===== config.mk =====
export PLATFORM = sky130hd
export DESIGN_NAME = sar_adc_conversion_control
export DESIGN_NICKNAME = d
export VERILOG_FILES = /design/src/rtl/sar_adc_pkg.sv /design/src/rtl/sar_bit_sequencer.sv /design/src/rtl/sar_adc_conversion_control.sv
export SDC_FILE = /design/constraint.sdc
export NUM_CORES = 1
export LEC_CHECK = 0
export ABC_AREA = 1
export BUFFER_PORTS_ARGS = -buffer_cell sky130_fd_sc_hd__buf_4
export CORE_MARGIN = 10
export CORE_UTILIZATION = 58
export DETAILED_ROUTE_END_ITERATION = 6
export PLACE_DENSITY_LB_ADDON = 0.05
export SLEW_MARGIN = 10
export SYNTH_ARGS = -nofsm -noshare
export SYNTH_HDL_FRONTEND = slang
export SYNTH_SLANG_ARGS = --single-unit

===== constraint.sdc =====
create_clock -name clock -period 2.4 [get_ports clock]
set_input_delay 0.24 -clock clock [delete_from_list [all_inputs] [get_ports clock]]
set_output_delay 0.24 -clock clock [all_outputs]
set_load 0.05 [all_outputs]

===== src/rtl/sar_adc_pkg.sv =====
// Shared constants for the successive-approximation converter control.
// Assumes a single 10 MHz system clock; all times below are in nanoseconds.
package sar_adc_pkg;

  // ---------------------------------------------------------------------------
  // Word format
  // ---------------------------------------------------------------------------
  localparam int RESULT_WIDTH = 12;                       // Bits per conversion result.
  localparam logic [11:0] RESULT_RESET = 12'h000;         // Output latch value after reset.
  localparam logic [11:0] SIGN_FLIP    = 12'h800;         // Bipolar mode inverts the top bit.

  // ---------------------------------------------------------------------------
  // Timing
  // ---------------------------------------------------------------------------
  localparam int CLOCK_KHZ     = 10_000;                  // System clock rate.
  localparam int CONV_TIME_NS  = 1400;                    // Typical conversion time.
  localparam int BIT_PERIOD_NS = CONV_TIME_NS / RESULT_WIDTH;
  // A longest time rounds down, but never below one cycle.
  localparam int BIT_CYCLES_RAW = (BIT_PERIOD_NS * CLOCK_KHZ) / 1_000_000;
  localparam int BIT_CYCLES     = (BIT_CYCLES_RAW < 1) ? 1 : BIT_CYCLES_RAW;

endpackage


===== src/rtl/sar_bit_sequencer.sv =====
// Bit-decision sequencer: internal bit clock divider and the approximation register.
// Assumes the caller only raises start while the sequencer is idle.
module sar_bit_sequencer #(
  parameter int WIDTH      = 12,
  parameter int BIT_CYCLES = 1
) (
  input  wire logic                     clock,
  input  wire logic                     sys_rst,
  input  wire logic                     start,
  input  wire logic                     comparator_high,
  output logic [WIDTH-1:0]              sar_code,
  output logic [$clog2(WIDTH)-1:0]      bit_index,
  output logic                          bit_tick,
  output logic                          done
);

  localparam int DW = (BIT_CYCLES > 1) ? $clog2(BIT_CYCLES) : 1;
  localparam int IW = $clog2(WIDTH);
  localparam logic [DW-1:0]    DIV_LOAD  = DW'(BIT_CYCLES - 1);
  localparam logic [IW-1:0]    TOP_INDEX = IW'(WIDTH - 1);
  localparam logic [WIDTH-1:0] MSB_TRIAL = {1'b1, {(WIDTH-1){1'b0}}};

  typedef enum logic [0:0] {
    SEQ_IDLE    = 1'b0,
    SEQ_CONVERT = 1'b1
  } seq_state_t;

  seq_state_t       state_q;
  logic [DW-1:0]    div_q;
  logic [IW-1:0]    index_q;
  logic [WIDTH-1:0] sar_q;
  logic             done_q;
  logic             last_bit;

  // A decision is due each time the divider wraps during a conversion.
  assign bit_tick  = (state_q == SEQ_CONVERT) && (div_q == '0);
  assign last_bit  = bit_tick && (index_q == '0);
  assign sar_code  = sar_q;
  assign bit_index = index_q;
  assign done      = done_q;

  // ---------------------------------------------------------------------------
  // Sequencing
  // ---------------------------------------------------------------------------

  // Run state; a start while converting is ignored so nothing restarts midway.
  always_ff @(posedge clock or posedge sys_rst) begin
    if (sys_rst) begin
      state_q <= SEQ_IDLE;
    end else begin
      unique case (state_q)
        SEQ_IDLE: begin
          if (start) begin
            state_q <= SEQ_CONVERT;
          end
        end
        SEQ_CONVERT: begin
          if (last_bit) begin
            state_q <= SEQ_IDLE;
          end
        end
      endcase
    end
  end

  // The bit clock is restarted by every accepted start, so it is phase locked to it.
  always_ff @(posedge clock or posedge sys_rst) begin
    if (sys_rst) begin
      div_q <= '0;
    end else if (start && state_q == SEQ_IDLE) begin
      div_q <= DIV_LOAD;
    end else if (state_q == SEQ_CONVERT) begin
      div_q <= bit_tick ? DIV_LOAD : div_q - 1'b1;
    end
  end

  // Bit pointer walks from the top bit down to bit zero.
  always_ff @(posedge clock or posedge sys_rst) begin
    if (sys_rst) begin
      index_q <= '0;
    end else if (start && state_q == SEQ_IDLE) begin
      index_q <= TOP_INDEX;
    end else if (bit_tick && index_q != '0) begin
      index_q <= index_q - 1'b1;
    end
  end

  // Register is cleared at start with only the top trial bit set for the first test.
  always_ff @(posedge clock or posedge sys_rst) begin
    if (sys_rst) begin
      sar_q <= '0;
    end else if (start && state_q == SEQ_IDLE) begin
      sar_q <= MSB_TRIAL;
    end else if (bit_tick) begin
      sar_q[index_q] <= comparator_high;
      if (index_q != '0) begin
        sar_q[index_q - 1'b1] <= 1'b1;
      end
    end
  end

  // One-cycle completion pulse, raised once the last decision is stored.
  always_ff @(posedge clock or posedge sys_rst) begin
    if (sys_rst) begin
      done_q <= 1'b0;
    end else begin
      done_q <= last_bit;
    end
  end

endmodule // sar_bit_sequencer


===== src/rtl/sar_adc_conversion_control.sv =====
// Digital control of a 12-bit successive-approximation sampling converter.
// Assumes all host pins are synchronous to clock and the comparator output settles
// within one bit period of the trial code changing.

// Summary of operation
// - Holding power_down_n low puts the converter into its power-saving state.
// - A falling edge on the active-low convert_start_n begins a conversion.
// - Start edges count only while chip select is low, so the host selects first.
// - Result outputs are driven only while read strobe and chip select are both low.
// - busy_n is low for the whole conversion and returns high when it is finished.
// - The result is a 12-bit three-state word whose top bit is the most significant.
// - The approximation register is cleared when a new conversion begins.
// - Start requests during a conversion are ignored and never restart it.
// - Bits are decided one per bit period from the most to the least significant.
// - At the end of a conversion the register is copied into the output latches.
// - No conversion begins while power_down_n is low, even on a start edge.
// - Results are straight binary when unipolar and two's complement when bipolar.
module sar_adc_conversion_control #(
  parameter int WIDTH      = sar_adc_pkg::RESULT_WIDTH,
  parameter int BIT_CYCLES = sar_adc_pkg::BIT_CYCLES
) (
  input  wire logic             clock,
  input  wire logic             sys_rst,
  input  wire logic             chip_select_n,
  input  wire logic             convert_start_n,
  input  wire logic             read_n,
  input  wire logic             power_down_n,
  input  wire logic             bipolar_mode,
  input  wire logic             comparator_high,
  output logic [WIDTH-1:0]      result_bits,
  output logic                  result_oe,
  output logic                  busy_n,
  output logic [WIDTH-1:0]      dac_code,
  output logic                  hold_sample,
  output logic                  powered_down
);

  localparam int IW = $clog2(WIDTH);
  localparam int CONV_CYCLES = WIDTH * BIT_CYCLES + 1;

  logic             start_prev_q;
  logic             start_edge;
  logic             start_accept;
  logic             busy_n_q;
  logic             hold_q;
  logic             powered_down_q;
  logic [WIDTH-1:0] result_q;
  logic [WIDTH-1:0] sar_code;
  logic [IW-1:0]    bit_index;
  logic             bit_tick;
  logic             seq_done;

  // ---------------------------------------------------------------------------
  // Helpers
  // ---------------------------------------------------------------------------

  // Bipolar results are two's complement: the offset-binary top bit is inverted.
  function automatic logic [WIDTH-1:0] to_output_code(input logic [WIDTH-1:0] code,
                                                      input logic             bipolar);
    logic [WIDTH-1:0] flip;
    flip = WIDTH'(sar_adc_pkg::SIGN_FLIP);
    to_output_code = bipolar ? (code ^ flip) : code;
  endfunction

  // ---------------------------------------------------------------------------
  // Start qualification
  // ---------------------------------------------------------------------------

  // Previous level of the start pin; reset high, so a pin held low through reset counts as an edge.
  always_ff @(posedge clock or posedge sys_rst) begin
    if (sys_rst) begin
      start_prev_q <= 1'b1;
    end else begin
      start_prev_q <= convert_start_n;
    end
  end

  // Only the falling edge starts; holding the pin low does not retrigger.
  assign start_edge   = start_prev_q && !convert_start_n;
  // Selection, power and idleness must all agree at the edge itself.
  assign start_accept = start_edge && !chip_select_n
                        && power_down_n
                        && busy_n_q;

  // ---------------------------------------------------------------------------
  // Bit sequencer
  // ---------------------------------------------------------------------------

  sar_bit_sequencer #(
    .WIDTH      (WIDTH),
    .BIT_CYCLES (BIT_CYCLES)
  ) u_sequencer (
    .clock           (clock),
    .sys_rst         (sys_rst),
    .start           (start_accept),
    .comparator_high (comparator_high),
    .sar_code        (sar_code),
    .bit_index       (bit_index),
    .bit_tick        (bit_tick),
    .done            (seq_done)
  );

  assign dac_code = sar_code;

  // ---------------------------------------------------------------------------
  // Status and analog control
  // ---------------------------------------------------------------------------

  // Busy drops on acceptance and rises with the latch load, so data is ready with it.
  always_ff @(posedge clock or posedge sys_rst) begin
    if (sys_rst) begin
      busy_n_q <= 1'b1;
    end else if (start_accept) begin
      busy_n_q <= 1'b0;
    end else if (seq_done) begin
      busy_n_q <= 1'b1;
    end
  end

  assign busy_n = busy_n_q;

  // Sample-and-hold tracks whenever idle; this is the acquisition window.
  always_ff @(posedge clock or posedge sys_rst) begin
    if (sys_rst) begin
      hold_q <= 1'b0;
    end else if (start_accept) begin
      hold_q <= 1'b1;
    end else if (seq_done) begin
      hold_q <= 1'b0;
    end
  end

  assign hold_sample = hold_q;

  // Power-saving request to the analog section; a running conversion still finishes.
  always_ff @(posedge clock or posedge sys_rst) begin
    if (sys_rst) begin
      powered_down_q <= 1'b0;
    end else begin
      powered_down_q <= !power_down_n && busy_n_q;
    end
  end

  assign powered_down = powered_down_q;

  // ---------------------------------------------------------------------------
  // Output latches and read port
  // ---------------------------------------------------------------------------

  // The latches hold the last result, so a read during a conversion sees old data.
  always_ff @(posedge clock or posedge sys_rst) begin
    if (sys_rst) begin
      result_q <= WIDTH'(sar_adc_pkg::RESULT_RESET);
    end else if (seq_done) begin
      result_q <= to_output_code(sar_code, bipolar_mode);
    end
  end

  assign result_bits = result_q;
  // Drivers on only while both strobes are low; otherwise the pins float.
  assign result_oe   = !read_n && !chip_select_n;

  // ---------------------------------------------------------------------------
  // Checks
  // ---------------------------------------------------------------------------

  // Counts cycles of the current busy-low period.
  logic [7:0] low_count_q;

  always_ff @(posedge clock or posedge sys_rst) begin
    if (sys_rst) begin
      low_count_q <= '0;
    end else if (busy_n_q) begin
      low_count_q <= '0;
    end else begin
      low_count_q <= low_count_q + 1'b1;
    end
  end

  chk_power_blocks: assert property (
    @(posedge clock) disable iff (sys_rst)
    (!power_down_n && busy_n) |=> busy_n
  ) else $error("conversion began during power down");

  chk_power_state: assert property (
    @(posedge clock) disable iff (sys_rst)
    (!power_down_n && busy_n) |=> powered_down
  ) else $error("power-saving state not entered");

  chk_start_edge: assert property (
    @(posedge clock) disable iff (sys_rst)
    ($fell(convert_start_n) && !chip_select_n && power_down_n && busy_n) |=> !busy_n
  ) else $error("qualified start edge did not begin a conversion");

  chk_select_gates: assert property (
    @(posedge clock) disable iff (sys_rst)
    (chip_select_n && busy_n) |=> busy_n
  ) else $error("start accepted without chip select");

  chk_read_drive: assert property (
    @(posedge clock) disable iff (sys_rst)
    result_oe |-> (!read_n && !chip_select_n)
  ) else $error("outputs driven without both strobes low");

  chk_float_idle: assert property (
    @(posedge clock) disable iff (sys_rst)
    (read_n || chip_select_n) |-> !result_oe
  ) else $error("outputs driven while deselected");

  chk_busy_length: assert property (
    @(posedge clock) disable iff (sys_rst)
    $rose(busy_n) |-> (low_count_q == 8'(CONV_CYCLES))
  ) else $error("busy low period has the wrong length");

  chk_sar_cleared: assert property (
    @(posedge clock) disable iff (sys_rst)
    start_accept |=> (dac_code == {1'b1, {(WIDTH-1){1'b0}}})
  ) else $error("approximation register not cleared at start");

  chk_no_restart: assert property (
    @(posedge clock) disable iff (sys_rst)
    (!busy_n && bit_tick && bit_index != '0) |=> (!busy_n && bit_index == $past(bit_index) - 1'b1)
  ) else $error("conversion restarted or skipped a bit");

  chk_trial_order: assert property (
    @(posedge clock) disable iff (sys_rst)
    (hold_sample && !seq_done) |-> (dac_code[bit_index]
      && ((dac_code & ((WIDTH'(1) << bit_index) - 1'b1)) == '0))
  ) else $error("trial bit is not the lowest set bit");

  chk_latch_load: assert property (
    @(posedge clock) disable iff (sys_rst)
    seq_done |=> (result_bits == ($past(dac_code)
      ^ ($past(bipolar_mode) ? WIDTH'(sar_adc_pkg::SIGN_FLIP) : '0)))
  ) else $error("result latch not loaded with the finished code");

  chk_latch_holds: assert property (
    @(posedge clock) disable iff (sys_rst)
    !seq_done |=> $stable(result_bits)
  ) else $error("result changed without a finished conversion");

endmodule // sar_adc_conversion_control


[Word-level counts from Yosys, hierarchy flattened]
Cells that the tools add are included.
Storage, ports and cells
  bits of input ports: 8
  flip-flop bits (word level): 35
  word-level logic and storage cells: 63
  output and inout port bits: 28
Cells by class
  reductions and logical operators: 22
  add/subtract/negate cells: 2
  order comparisons: 4
  mux-type cells: 21
  bitwise gates (word level): 4
Operators with widths (number)
  12-bit two-way mux: 4
  12-bit bitwise mux: 1
  1-bit logical AND: 12
  12-bit OR: 1
  1-bit two-way mux: 11
  4-bit by 5-bit < comparator with 1-bit output, second input constant: 2
  1-bit demux with 4-bit select: 2
  4-bit by 1-bit >= comparator with 1-bit output, second input constant: 2
  4-bit two-way mux: 2
  2-bit nonzero test: 4
  1-bit logical NOT: 4
  4-bit logical NOT: 1
  4-bit nonzero test: 1
  4-bit by 1-bit subtractor with 4-bit output, second input constant: 1
  1-bit inverter: 3
  1-bit case mux with 2 select lines: 1
  1-bit subtractor, second input constant: 1

[Logic depth before layout (Yosys ltp)]
  depth in word-level cells: 9
  mapped depth: 10
  mapped depth without buffers: 10

[By module]
A second synthesis with hierarchy kept.
Unflattened totals
  cell total of the unflattened synthesis: 232
  area, all modules: 1815.5 um^2
Modules (own cells, without submodules)
  sar_bit_sequencer: instances 1, area an instance 1187.4 um^2, cells an instance 160, sequential area each 475.5 um^2
  sar_adc_conversion_control: instances 1, area an instance 628.1 um^2, cells an instance 72, sequential area each 402.9 um^2

[Worst setup path before layout]
OpenSTA, ideal clock, no wires.
  path kind: register to register
  start: register busy_n_q, in the netlist busy_n
  end: register u_sequencer.sar_q[0], in the netlist u_sequencer.sar_code[0]
  setup time: 0.118 ns
  path slack: 0.899 ns
  required time: 2.282 ns
  arrival: 1.382 ns
  stages on the path, launching flop included: 8
  path buffers: 0
  cells stage by stage: dfstp_2 nand3_1 nor3_2 nand2_1 nand2_2 inv_2 nand2_1 nand2_1
On the way
  word-level cells in the longest chain between the ends: 3
Ends and longest elaborated chain
  from (decl): line sar_adc_conversion_control.sv:44  | logic busy_n_q;
  from (signal assigned): line sar_adc_conversion_control.sv:112  | busy_n_q <= 1'b1;
  from (signal assigned): line sar_adc_conversion_control.sv:114  | busy_n_q <= 1'b0;
  from (signal assigned): line sar_adc_conversion_control.sv:116  | busy_n_q <= 1'b1;
  1-bit logical AND (*): line sar_adc_conversion_control.sv:83  | && busy_n_q;
  1-bit logical AND (*): line sar_bit_sequencer.sv:92  | end else if (start && state_q == SEQ_IDLE) begin
  12-bit two-way mux / 2-bit nonzero test (equally long branches)
  to (signal, indexed assignment): line sar_bit_sequencer.sv:95  | sar_q[index_q] <= comparator_high;
  to (decl): line sar_bit_sequencer.sv:31  | logic [WIDTH-1:0] sar_q;
Mark *: on every way between the ends. The rest lies on a longest branch, timed or not.
A chain may end at the register's enable or synchronous reset.

[Worst setup path in the final report]
  start: register u_sequencer.index_q[0], in the netlist u_sequencer.bit_index[0]
  end: register u_sequencer.sar_q[2], in the netlist u_sequencer.sar_code[2]
On the way
  word-level cells in the longest chain between the ends: 9
Ends and longest elaborated chain
  from (decl): line sar_bit_sequencer.sv:30  | logic [IW-1:0] index_q;
  from (signal assigned): line sar_bit_sequencer.sv:84  | index_q <= index_q - 1'b1;
  4-bit by 1-bit subtractor with 4-bit output (tied with other cells): line sar_bit_sequencer.sv:97  | sar_q[index_q - 1'b1] <= 1'b1;
  4-bit by 5-bit < comparator with 1-bit output (implied by the code) (tied with other cells): line sar_bit_sequencer.sv:97
  1-bit logical AND (implied by the code) / 1-bit two-way mux (equally long branches): line sar_bit_sequencer.sv:97, sar_bit_sequencer.sv:95
  1-bit two-way mux (implied by the code) / 1-bit demux with 4-bit select (equally long branches)
  1-bit demux with 4-bit select / 12-bit bitwise mux (equally long branches)
  12-bit OR (no source line)
  12-bit two-way mux (*): line sar_bit_sequencer.sv:96  | if (index_q != '0) begin
  12-bit two-way mux (*): line sar_bit_sequencer.sv:94  | end else if (bit_tick) begin
  12-bit two-way mux (*): line sar_bit_sequencer.sv:92
Mark *: on every way between the ends. The rest lies on a longest branch, timed or not. The select of a mux whose other input is x is not followed.

==> flow_summary.toml <==
[outcome]
status = "finished, final reports clean"

[sta]
fin_crit_ns = 1.60
fmax_ghz = 0.626
finalClockSkew_ns = 0.0155
drv_slew = 0
slew_headroom_pct = 59.0
final_hold_viol_count = 0
rsz0062_at_grt = "false"
min_period_over_period_pct = 66.5
worst_slack_ns = 0.804
tightest_slew_ns = 0.615
fin_tns_setup_ns = 0
setup_viol = 0

[detailed_routing]
drt_wl_total_um = 4180
remaining_drc_errors = 0
num_vias = 1593
detail-route-antenna-nets = 0
vias_per_cell = 5.35
detail_route.wl_per_cell_um = 14.0
drt_iter0_markers = 90
drt_pre_antenna_iters = 5

[final_layout]
area_delta_synth_final_pct = 22.1
finish.utilization_pct = 72.5
diodes = 0
drive_gt1_share_pct = 23.4
nNetsFinal = 277

[power]
power_density_nw_per_um2 = 1630
peakVddDrop_v = 0.000745
p_leak_nw = 1.17

[clock_network]
cts_sinks = 35
cts-htree-levels = 2
cts_tree = "yes"
post_cts_buffers = 0
cts_resized = 0
holdBufCountCts = 2
cts_buffers = 5
clkTransAtPathRegs_ns = 0.12
clockBufferDepth = 2
clk_latency_ns = 0.35
clock_tree.root_cell = "clkbuf_4"

[place]
portBuffers = 35
hpwl_um = 3130
place_ws_ns = 0.852
gp_congestion = 0.899

[critical_path]
crit_fanout = 7
cp_common_cell = "nand2_1"
cp-start-kind = "flip-flop"
crit_required_ns = 2.66
path_cells = "inv_1 -> ha_1 -> nand2_1 -> nand2_2 -> nand4_1 -> nand2_1 -> nand2_1 -> o21ai_0"
crit_family = "simple AND/OR/NAND/NOR gates"
crit_arrival_ns = 1.86
cp_num_buf_inv = 1
worst_path_largest_cell_delay_ns = 0.44
endpoint_kind = "flip-flop"
slowest_stage = "dfrtp_1"
path_class = "flip-flop to flip-flop"

[synthesis]
synthDominantCellAreaShare_pct = 46.3
synth-async-reset-ratio_pct = 100
syn_avg_cell_area_um2 = 8.03
yosysTopAreaCell = "dfrtp_1"
synth_area_leaders = "dfrtp_1, nand2_1, o21ai_0"
synth_cells = 222
ys_types = 27
syn_nets = 235
yosys-top-cells-count = "nand2_1, dfrtp_1, inv_1, o21ai_0, nand3_1"
synth_edf_count = 0
yosysWarnings = 0
synth_ff_type = "dfrtp_1"
synth-seq-cells = 35
yosysMostFrequentCell = "nand2_1"
mappedNetlistArea_um2 = 1780
synth-seq-area-share_pct = 49.3

[flow_run]
drv_cap = 0

[floorplan]
fp.dieW_um = 75.4
rows = 20
die-area_um2 = 5690
die_h_um = 75.4
top_level_ports = 36
core-area_um2 = 3000
initial_core_util_pct = 59.3

[worst_hold_path]
min_path_type = "primary input to flip-flop"

[grt]
grt_pass1_wl_um = 6960
grt-ovfl-total = 0
antenna_found_initial = 0
track_usage_pct = 15.8
grt_start_max_net_pins = 27
grt_pass1_vias = 1537
worst register-to-register path, delay by kind of cell, from the launching register on:
| kind | cells | cell delay [ns] |
|---|---|---|
| AOI/OAI and AO/OA | 1 | 0.07 |
| DFF | 1 | 0.44 |
| adders and majority gates | 1 | 0.25 |
| and+or+nand+nor | 5 | 0.60 |
| buffers and inverters | 1 | 0.16 |
metrics by stage:
step           hold WS [ns]  power, W  cells  cell area (um2)
2_1_floorplan         0.244   0.00255    222             1780
3_3_place_gp          0.243   0.00309    288             2070
3_5_place_dp          0.255   0.00311    288             2070
4_1_cts              0.0265   0.00355    298             2180
5_1_grt              0.0134   0.00380    298             2180
6_report             0.0366   0.00354    298             2180
report_power, final:
group / internal, W / total (W) / switching, W
Clock: 0.000219 / 0.000431 / 0.000212
Sequential: 0.000836 / 0.00104 / 0.000205
Combinational: 0.000617 / 0.00206 / 0.00145
per-layer routing:
layer / wire [um] / track usage [%] / part of all wire, %
met1: 1820 / 19.2 / 44
met2: 1950 / 24.7 / 47
met3: 361 / 6.51 / 8.6
met4: 43 / 5.36 / 1.0
met5: 0 / 0 / 0
sequential cells by signal (all words and copies together), names as in the netlist:
name and count:
busy_n 1, hold_sample 1, powered_down 1, result_bits 12
start_prev_q 1, u_sequencer.bit_index 4, u_sequencer.div_q 1, u_sequencer.done 1
u_sequencer.sar_code 12, u_sequencer.state_q 1
final timing paths:
check / start / to / slack, ns / cells after the start
worst max-delay path: u_sequencer.bit_index[0] / u_sequencer.sar_code[2] / 0.80 / 8
worst min-delay path: power_down_n / powered_down / 0.04 / 2
worst max register to register: u_sequencer.bit_index[0] / u_sequencer.sar_code[2] / 0.80 / 8
worst min register to register: result_bits[10] / result_bits[10] / 0.48 / 2
max in group asynchronous: sys_rst / busy_n / 1.27 / 4
min in group asynchronous: sys_rst / u_sequencer.bit_index[2] / 0.43 / 3
layout make-up:
type / count / area (um2)
flip-flops and latches: 35 / 878
clock inverters: 3 / 43.8
fillers: 245 / 827
inverters: 28 / 108
repair buffers: 39 / 298
well taps: 33 / 41.3
multi-input cells: 155 / 769
clock buffers: 5 / 37.5
kinds of logic after synthesis:
| logic type | after synthesis | synth area share (%) |
|---|---|---|
| adders and majority gates | 5 | 3.51 |
| xor gates and xnor gates | 1 | 0.492 |
| AOI/OAI and AO/OA | 38 | 11.0 |
| and+or+nand+nor | 111 | 28.2 |
| DFF | 35 | 49.3 |
| buffers and inverters | 32 | 7.51 |
layout by cell type, fill, tap and decap left out, types with 2 or more instances in the layout:
cell type | synthesis | final
nand4_1 | 3 | 3
ha_1 | 5 | 5
nor2_4 | 3 | 3
nand3_1 | 13 | 13
clkbuf_4 | 0 | 5
nand2_2 | 5 | 5
a21oi_1 | 5 | 5
nor2_1 | 9 | 9
nand2_1 | 72 | 72
dfstp_2 | 2 | 2
inv_1 | 24 | 24
dlygate4sd3_1 | 0 | 2
buf_4 | 1 | 37
o21ai_0 | 24 | 24
nand3_2 | 2 | 2
inv_2 | 3 | 3
o21ai_1 | 6 | 6
dfrtp_1 | 33 | 33
Power figures use the tool's default switching activity.
